## config.mk

```make
export PLATFORM = sky130hd
export DESIGN_NAME = mtsc_stat_bank
export DESIGN_NICKNAME = d
export VERILOG_FILES = /design/src/mtsc_stat_bank.v
export VERILOG_INCLUDE_DIRS = /design/src /design/src/src
export SDC_FILE = /design/constraint.sdc
export NUM_CORES = 2
export LEC_CHECK = 0
export ABC_AREA = 1
export BUFFER_PORTS_ARGS = -buffer_cell sky130_fd_sc_hd__buf_2
export CAP_MARGIN = 20
export CORE_ASPECT_RATIO = 1.4
export CORE_UTILIZATION = 45
export DETAILED_ROUTE_END_ITERATION = 10
export SLEW_MARGIN = 30
export SYNTH_ARGS = -nofsm -noshare
export SYNTH_HDL_FRONTEND = slang
export SYNTH_HIERARCHICAL = 1
export SYNTH_SLANG_ARGS = --single-unit
```

## constraint.sdc

```tcl
create_clock -name mclk -period 5.4 [get_ports mclk]
set_input_delay 1.08 -clock mclk [delete_from_list [all_inputs] [get_ports mclk]]
set_output_delay 1.08 -clock mclk [all_outputs]
set_load 0.05 [all_outputs]
```

## src/mtsc_map.vh

```
`ifndef MTSC_MAP_VH
`define MTSC_MAP_VH
// Byte offsets of the counter bank
`define MTSC_TOR_LO_OFS      16'h40c0
`define MTSC_TOR_HI_OFS      16'h40c4
`define MTSC_TOT_LO_OFS      16'h40c8
`define MTSC_TOT_HI_OFS      16'h40cc
`define MTSC_TPR_OFS         16'h40d0
`define MTSC_TPT_OFS         16'h40d4
`define MTSC_BIN64_OFS       16'h40d8
`define MTSC_BIN127_OFS      16'h40dc
`define MTSC_BIN255_OFS      16'h40e0
`define MTSC_BIN511_OFS      16'h40e4
`define MTSC_BIN1023_OFS     16'h40e8
`define MTSC_M2H_OFS         16'h4158
`define MTSC_H2M_SENT_OFS    16'h415c
`define MTSC_H2M_DELIV_OFS   16'h8fe4
// Control register: bit 0 receive enable, bit 1 transmit enable
`define MTSC_CTRL_OFS        16'h4000
`define MTSC_CTRL_RXEN_BIT   0
`define MTSC_CTRL_TXEN_BIT   1
`define MTSC_CTRL_RESET      2'h0
`define MTSC_CNT_RESET       32'h00000000
// Size bin limits, destination address through CRC
`define MTSC_LEN_MIN         16'h0040
`define MTSC_LEN_127         16'h007f
`define MTSC_LEN_255         16'h00ff
`define MTSC_LEN_511         16'h01ff
`define MTSC_LEN_1023        16'h03ff
`define MTSC_RUNT_LEN        16'h0019
`endif

```

## src/mtsc_stat_bank.v

```verilog
`timescale 1ns/1ps
`include "mtsc_map.vh"

module mtsc_stat_bank (
   input  wire        mclk,
   input  wire        sys_rst,
   // Software reset and PCIe reset, one-cycle pulses
   input  wire        sw_reset,
   input  wire        pcie_reset,
   // Wishbone classic slave
   input  wire        wb_cyc_i,
   input  wire        wb_stb_i,
   input  wire        wb_we_i,
   input  wire [15:0] wb_adr_i,
   input  wire [3:0]  wb_sel_i,
   input  wire [31:0] wb_dat_i,
   output reg  [31:0] wb_dat_o,
   output reg         wb_ack_o,
   output reg         wb_err_o,
   // Receive packet-done strobe
   input  wire        rx_done,
   input  wire [15:0] rx_len,
   input  wire        rx_pass_filter,
   input  wire        rx_bcast,
   // Transmit packet-done strobe
   input  wire        tx_done,
   input  wire [15:0] tx_len,
   input  wire        tx_partial,
   input  wire        tx_flow_ctrl,
   // Management traffic events
   input  wire        mgmt_to_host_pkt,
   input  wire        host_to_mgmt_deliv,
   input  wire        host_to_mgmt_sent,
   input  wire        host_to_mgmt_sec_drop,
   output reg  [1:0]  ctrl_out
);

   wire [63:0] tor_reg;
   wire [63:0] tot_reg;
   wire [31:0] tpr_reg;
   wire [31:0] tpt_reg;
   wire [31:0] bin_reg [0:4];
   wire [31:0] m2h_reg;
   wire [31:0] h2m_sent_reg;
   wire [31:0] h2m_deliv_reg;
   reg  [31:0] tor_hi_snap_reg;
   reg  [31:0] tot_hi_snap_reg;
   reg  [1:0]  ctrl_reg;
   reg  [31:0] rd_next;
   reg         hit_next;
   reg  [4:0]  bin_hit;
   reg  [13:0] rd_clr;
   wire        clr_all;
   wire        req;
   wire        rd;
   wire        rx_cnt;
   wire        tx_ok;

   // A request is served once; ack drops the cycle after it is given
   assign req     = wb_cyc_i & wb_stb_i & ~wb_ack_o & ~wb_err_o;
   assign rd      = req & ~wb_we_i;
   assign clr_all = sys_rst | sw_reset | pcie_reset;
   // Rx qualifier: enabled, passed filter or rejected broadcast, not a runt
   assign rx_cnt  = rx_done & ctrl_reg[`MTSC_CTRL_RXEN_BIT]
                    & (rx_pass_filter | rx_bcast)
                    & (rx_len >= `MTSC_RUNT_LEN);
   // Tx qualifier: enabled and completed
   assign tx_ok   = tx_done & ctrl_reg[`MTSC_CTRL_TXEN_BIT] & ~tx_partial;

   // Size bin decode
   always @* begin
      bin_hit[0] = (tx_len == `MTSC_LEN_MIN) & ~tx_flow_ctrl;
      bin_hit[1] = (tx_len > `MTSC_LEN_MIN) & (tx_len <= `MTSC_LEN_127);
      bin_hit[2] = (tx_len > `MTSC_LEN_127) & (tx_len <= `MTSC_LEN_255);
      bin_hit[3] = (tx_len > `MTSC_LEN_255) & (tx_len <= `MTSC_LEN_511);
      bin_hit[4] = (tx_len > `MTSC_LEN_511) & (tx_len <= `MTSC_LEN_1023);
   end

   // Read mux; high halves return the snapshot taken at the low read
   always @* begin
      rd_next  = 32'h00000000;
      hit_next = 1'b1;
      rd_clr   = 14'h0000;
      case (wb_adr_i)
         `MTSC_TOR_LO_OFS:    begin rd_next = tor_reg[31:0];   rd_clr[0]  = 1'b1; end
         `MTSC_TOR_HI_OFS:    begin rd_next = tor_hi_snap_reg; rd_clr[1]  = 1'b1; end
         `MTSC_TOT_LO_OFS:    begin rd_next = tot_reg[31:0];   rd_clr[2]  = 1'b1; end
         `MTSC_TOT_HI_OFS:    begin rd_next = tot_hi_snap_reg; rd_clr[3]  = 1'b1; end
         `MTSC_TPR_OFS:       begin rd_next = tpr_reg;         rd_clr[4]  = 1'b1; end
         `MTSC_TPT_OFS:       begin rd_next = tpt_reg;         rd_clr[5]  = 1'b1; end
         `MTSC_BIN64_OFS:     begin rd_next = bin_reg[0];      rd_clr[6]  = 1'b1; end
         `MTSC_BIN127_OFS:    begin rd_next = bin_reg[1];      rd_clr[7]  = 1'b1; end
         `MTSC_BIN255_OFS:    begin rd_next = bin_reg[2];      rd_clr[8]  = 1'b1; end
         `MTSC_BIN511_OFS:    begin rd_next = bin_reg[3];      rd_clr[9]  = 1'b1; end
         `MTSC_BIN1023_OFS:   begin rd_next = bin_reg[4];      rd_clr[10] = 1'b1; end
         `MTSC_M2H_OFS:       begin rd_next = m2h_reg;         rd_clr[11] = 1'b1; end
         `MTSC_H2M_SENT_OFS:  begin rd_next = h2m_sent_reg;    rd_clr[12] = 1'b1; end
         `MTSC_H2M_DELIV_OFS: begin rd_next = h2m_deliv_reg;   rd_clr[13] = 1'b1; end
         `MTSC_CTRL_OFS:      rd_next = {30'h00000000, ctrl_reg};
         default:             hit_next = 1'b0;
      endcase
      if (!rd) begin
         rd_clr = 14'h0000;
      end
   end

   // Bus answer: ack one cycle after the request, err on unmapped address
   always @(posedge mclk) begin
      if (sys_rst) begin
         wb_ack_o <= 1'b0;
         wb_err_o <= 1'b0;
         wb_dat_o <= 32'h00000000;
         ctrl_reg <= `MTSC_CTRL_RESET;
         ctrl_out <= `MTSC_CTRL_RESET;
      end else begin
         wb_ack_o <= req & hit_next;
         wb_err_o <= req & ~hit_next;
         wb_dat_o <= rd ? rd_next : 32'h00000000;
         if (req & wb_we_i & (wb_adr_i == `MTSC_CTRL_OFS) & wb_sel_i[0]) begin
            ctrl_reg <= wb_dat_i[1:0];
         end
         ctrl_out <= ctrl_reg;
      end
   end

   // High-half snapshots; a low read freezes the upper word so the pair stays coherent
   // Limitation: a high read with no low read before it returns a zero word
   always @(posedge mclk) begin
      if (clr_all) begin
         tor_hi_snap_reg <= `MTSC_CNT_RESET;
         tot_hi_snap_reg <= `MTSC_CNT_RESET;
      end else begin
         if (rd_clr[0]) begin
            tor_hi_snap_reg <= tor_reg[63:32];
         end else if (rd_clr[1]) begin
            tor_hi_snap_reg <= `MTSC_CNT_RESET;
         end
         if (rd_clr[2]) begin
            tot_hi_snap_reg <= tot_reg[63:32];
         end else if (rd_clr[3]) begin
            tot_hi_snap_reg <= `MTSC_CNT_RESET;
         end
      end
   end

   // Received octets; the low read clears the whole 64-bit value
   // Snapshot above keeps the high word, so clearing here loses nothing
   mtsc_sat_acc #(
      .WIDTH   (64),
      .STEPW   (16)
   ) u_tor_cnt (
      .mclk    (mclk),
      .clr     (clr_all),
      .rd_clr  (rd_clr[0]),
      .inc     (rx_cnt),
      .step    (rx_len),
      .cnt_reg (tor_reg)
   );

   // Transmitted octets, flow control included, partial sends left out
   // Same read pairing as the receive side
   mtsc_sat_acc #(
      .WIDTH   (64),
      .STEPW   (16)
   ) u_tot_cnt (
      .mclk    (mclk),
      .clr     (clr_all),
      .rd_clr  (rd_clr[2]),
      .inc     (tx_ok),
      .step    (tx_len),
      .cnt_reg (tot_reg)
   );

   // Received packets, same qualifier as the received octets
   // Runts fall out through the qualifier, truncated packets stay in
   mtsc_sat_acc #(
      .WIDTH   (32),
      .STEPW   (1)
   ) u_tpr_cnt (
      .mclk    (mclk),
      .clr     (clr_all),
      .rd_clr  (rd_clr[4]),
      .inc     (rx_cnt),
      .step    (1'b1),
      .cnt_reg (tpr_reg)
   );

   // Transmitted packets from every source
   // Collision aborts never reach tx_ok
   mtsc_sat_acc #(
      .WIDTH   (32),
      .STEPW   (1)
   ) u_tpt_cnt (
      .mclk    (mclk),
      .clr     (clr_all),
      .rd_clr  (rd_clr[5]),
      .inc     (tx_ok),
      .step    (1'b1),
      .cnt_reg (tpt_reg)
   );

   // Size bin, exactly minimum length, flow control excluded by the decode
   mtsc_sat_acc #(
      .WIDTH   (32),
      .STEPW   (1)
   ) u_bin_min_cnt (
      .mclk    (mclk),
      .clr     (clr_all),
      .rd_clr  (rd_clr[6]),
      .inc     (tx_ok & bin_hit[0]),
      .step    (1'b1),
      .cnt_reg (bin_reg[0])
   );

   // Size bin up to 127 bytes
   mtsc_sat_acc #(
      .WIDTH   (32),
      .STEPW   (1)
   ) u_bin_127_cnt (
      .mclk    (mclk),
      .clr     (clr_all),
      .rd_clr  (rd_clr[7]),
      .inc     (tx_ok & bin_hit[1]),
      .step    (1'b1),
      .cnt_reg (bin_reg[1])
   );

   // Size bin up to 255 bytes
   mtsc_sat_acc #(
      .WIDTH   (32),
      .STEPW   (1)
   ) u_bin_255_cnt (
      .mclk    (mclk),
      .clr     (clr_all),
      .rd_clr  (rd_clr[8]),
      .inc     (tx_ok & bin_hit[2]),
      .step    (1'b1),
      .cnt_reg (bin_reg[2])
   );

   // Size bin up to 511 bytes
   mtsc_sat_acc #(
      .WIDTH   (32),
      .STEPW   (1)
   ) u_bin_511_cnt (
      .mclk    (mclk),
      .clr     (clr_all),
      .rd_clr  (rd_clr[9]),
      .inc     (tx_ok & bin_hit[3]),
      .step    (1'b1),
      .cnt_reg (bin_reg[3])
   );

   // Size bin up to 1023 bytes; longer packets land in no bin here
   mtsc_sat_acc #(
      .WIDTH   (32),
      .STEPW   (1)
   ) u_bin_1023_cnt (
      .mclk    (mclk),
      .clr     (clr_all),
      .rd_clr  (rd_clr[10]),
      .inc     (tx_ok & bin_hit[4]),
      .step    (1'b1),
      .cnt_reg (bin_reg[4])
   );

   // Management-to-host packets, one strobe per replication
   // No enable gating: these run whatever the MAC enables say
   mtsc_sat_acc #(
      .WIDTH   (32),
      .STEPW   (1)
   ) u_m2h_cnt (
      .mclk    (mclk),
      .clr     (clr_all),
      .rd_clr  (rd_clr[11]),
      .inc     (mgmt_to_host_pkt),
      .step    (1'b1),
      .cnt_reg (m2h_reg)
   );

   // Host-to-management sends; congestion drops count, security drops do not
   mtsc_sat_acc #(
      .WIDTH   (32),
      .STEPW   (1)
   ) u_h2m_sent_cnt (
      .mclk    (mclk),
      .clr     (clr_all),
      .rd_clr  (rd_clr[12]),
      .inc     (host_to_mgmt_sent & ~host_to_mgmt_sec_drop),
      .step    (1'b1),
      .cnt_reg (h2m_sent_reg)
   );

   // Host packets that reached the sideband interface
   mtsc_sat_acc #(
      .WIDTH   (32),
      .STEPW   (1)
   ) u_h2m_deliv_cnt (
      .mclk    (mclk),
      .clr     (clr_all),
      .rd_clr  (rd_clr[13]),
      .inc     (host_to_mgmt_deliv),
      .step    (1'b1),
      .cnt_reg (h2m_deliv_reg)
   );

endmodule // mtsc_stat_bank

// Saturating accumulator with clear-on-read
// One module for every counter keeps the set-wins and stop-at-max behaviour identical
module mtsc_sat_acc #(
   parameter WIDTH = 32,
   parameter STEPW = 1
) (
   input  wire             mclk,
   input  wire             clr,
   input  wire             rd_clr,
   input  wire             inc,
   input  wire [STEPW-1:0] step,
   output reg  [WIDTH-1:0] cnt_reg
);

   wire [WIDTH-1:0] step_ext;
   wire [WIDTH:0]   sum;

   // Step widened on purpose; the extra top bit of the sum flags overflow
   assign step_ext = {{(WIDTH - STEPW){1'b0}}, step};
   assign sum      = {1'b0, cnt_reg} + {1'b0, step_ext};

   // Resets win over all; a read clear with an event in the same cycle keeps that event
   // Trade-off: the event is never lost, at the cost of a non-zero value right after a read
   always @(posedge mclk) begin
      if (clr) begin
         cnt_reg <= {WIDTH{1'b0}};
      end else if (rd_clr) begin
         cnt_reg <= inc ? step_ext : {WIDTH{1'b0}};
      end else if (inc) begin
         // Stick at all ones rather than wrap back to zero
         cnt_reg <= sum[WIDTH] ? {WIDTH{1'b1}} : sum[WIDTH-1:0];
      end
   end

endmodule // mtsc_sat_acc

```

==> metrics.txt <==
crit-path cells nand2_1 -> nor2_1 -> nand2_1 -> nor2_1 -> clkinv_1 -> nor2_2 -> buf_4 -> o21ai_0 -> a21oi_1; setup bufs post-CTS 0; CTS tree built; commonest cells in the netlist nand2_1 (2482), nand3_1 (931), nor2_1 (822); Peak VDD IR 0.231 mV; antenna cell count 0; top_reg_cell synth dfxtp_1; GRT Residual Overflow 0; Placer Congestion 1.00; reg-to-reg slack, setup 1.63 ns; top post-synthesis cells by area dfxtp_1 (27%), nand2_1 (23%), nand3_1 (11%); Hold EP tot_hi_snap_reg[18]; top cell type by total area after synthesis dfxtp_1; fin crit period 3.77 ns; Cell Area, Synth 40900 um^2; WHS 0.460 ns; Final ANT Viol Nets 0; Peak Freq 265 MHz; DR vias/cell 5.49; critical path's slowest cell nor2_1; Clock transition at path regs 0.06 ns; die height 359 um; HP Class register to register; Die ar. 92000 um^2; hold_sp tot_hi_snap_reg[18]; final setup vio count 0; Post-Route WL 157 mm; status complete, but fails checks; Hold Violations, Final 0; setup TNS 0 ns; total global-route track usage 0.331; CTS resizes 0; max_cap viols 0; total power 9.06 mW; worst-case reg-to-reg path depth 9; layout cell share with drive strength beyond 1 0.0857; TritonRoute pass-1 iters 11; Worst EP arrival 4.39 ns; initial antenna violation count 1; Worst Skew 0.0178 ns; unrepaired setup endpoints after global routing no; DRC viols 1; DP Wirelength 118 mm; Core ar. 89800 um^2; DR vias 45300; row count 130; final cell count without fillers 8249; syn avg cell area 5.83 um^2; final period utilization 0.699; hold buffer count at CTS 0; Crit Reg-Reg Endpoint u_bin_511_cnt/cnt_reg[3]; YS warnings 6; WS Path Type register to register; # clock sinks 550; number of enable flip-flop cells after synthesis 0; Max Root-Sink Buffers 3; leakage 16.5 nW; fillcell total 9904; Root Driver clkbuf_16; nets 7164; Distinct cells, synth 46; crit end category register; Slew Viols, Final 0; pwr dens 204 nW/um^2; # IOs 137; first-pass GRT wire length 239 mm; relative slew slack 0.293; count leader, synth nand2_1; number of global-route vias before repair 41500; sequential area share after synthesis 0.269; Die X 257 um; ys async rst share 0; Yosys reg bits 550; placed cell count 8134; post-layout util 0.495; Max stage delay on crit path 0.71 ns; latest clock arrival within the worst-skew pair 0.69 ns; DR WL/cell 19.0 um; H-tree depth reported by CTS 2; area delta synth->final 8.78%; worst-path maximum fanout 30; worst endpoint required time 6.02 ns; cell depth of the worst hold path 2; Mapped Cells 7013; post-synth top area share 0.269; Slew @ Worst Pin 1.06 ns; number of port buffers 103; largest net degree at the start of global routing 121; crit start category register; RR Startpoint ctrl_reg[1]; Starting DRT DRC Count 4018; Initial Util 0.455; failing checks DRC; TritonCTS buffer count 61
worst max-delay path: cells and delay by family (launching register included):
kind | cells | cell delay, ns
and+or+nand+nor | 5 | 1.78
buffers and inverters | 2 | 0.92
DFF | 1 | 0.68
AOI/OAI and AO/OA | 2 | 0.32
report_power, final:
| part | total, mW | internal (mW) | leakage (nW) | switching (mW) |
|---|---|---|---|---|
| clock network | 4.77 | 2.80 | 1.09 | 1.97 |
| logic | 0.236 | 0.0578 | 11.0 | 0.178 |
| registers | 4.06 | 4.06 | 4.43 | 0.000597 |
final cells by class:
cell class	instances	area [um^2]	share of cell area
Clock buffer	82	1790	0.0402
Inverter	608	2280	0.0513
Timing Repair Buffer	173	1150	0.0258
Sequential cell	550	11000	0.248
Clock inverter	33	448	0.0101
Tap cell	1188	1490	0.0334
Multi-Input combinational cell	5615	26300	0.591
layer usage:
layer | up-vias | track usage | part of all wire
met5 | - | 0 | 0
met2 | 1339 | 0.586 | 0.49
li1 | 22600 | - | -
met1 | 21100 | 0.390 | 0.40
met3 | 319 | 0.0343 | 0.055
met4 | 0 | 0.182 | 0.059
layout by cell type (no fill, tap or decap), types with 23 or more instances in the layout:
master / synthesis / routed
nor2_2: 45 / 55
buf_4: 6 / 62
nor2_1: 822 / 806
xor2_1: 58 / 58
nor2_4: 31 / 37
o21ai_0: 156 / 156
buf_2: 128 / 103
conb_1: 1 / 30
nand2_2: 23 / 23
nor3_1: 125 / 125
a21oi_2: 50 / 50
inv_1: 582 / 581
nand4_1: 26 / 26
a21oi_1: 488 / 488
nand3_1: 931 / 931
o211ai_1: 83 / 83
clkbuf_16: 0 / 63
ha_1: 52 / 52
o21ai_2: 42 / 42
nand3_2: 56 / 56
dfxtp_1: 550 / 550
nand2_1: 2482 / 2481
stage by stage:
step	instance area, um^2	setup slack (ns)
3_5_place_dp	42200	1.35
2_1_floorplan	41000	2.05
3_3_place_gp	42200	1.34
4_1_cts	44500	1.82
6_report	44500	1.63
5_1_grt	44500	1.47
kinds of logic after synthesis:
group                    after synthesis  share of synthesized area
adder cells (fa/ha/maj)               54                     0.0169
AND/OR/NAND/NOR                     4633                      0.492
AO/OA/AOI/OAI                        836                      0.117
other                                  1                  0.0000918
buffers and inverters                877                     0.0921
flip-flops                           550                      0.269
XOR/XNOR                              62                     0.0133
worst max path at each step:
stage | endpoint | cells past startpoint | startpoint | slack [ns]
global route | u_bin_511_cnt/cnt_reg[14] | 9 | ctrl_reg[1] | 1.47
detailed placement | u_bin_127_cnt/cnt_reg[2] | 8 | wb_stb_i | 1.35
floorplan | u_tor_cnt/cnt_reg[18] | 6 | sys_rst | 2.05
CTS | u_bin_511_cnt/cnt_reg[16] | 9 | ctrl_reg[1] | 1.82
finish | u_bin_511_cnt/cnt_reg[3] | 9 | ctrl_reg[1] | 1.63
global placement | u_tor_cnt/cnt_reg[56] | 9 | rx_len[15] | 1.34
(Power assumes the default switching activity.)
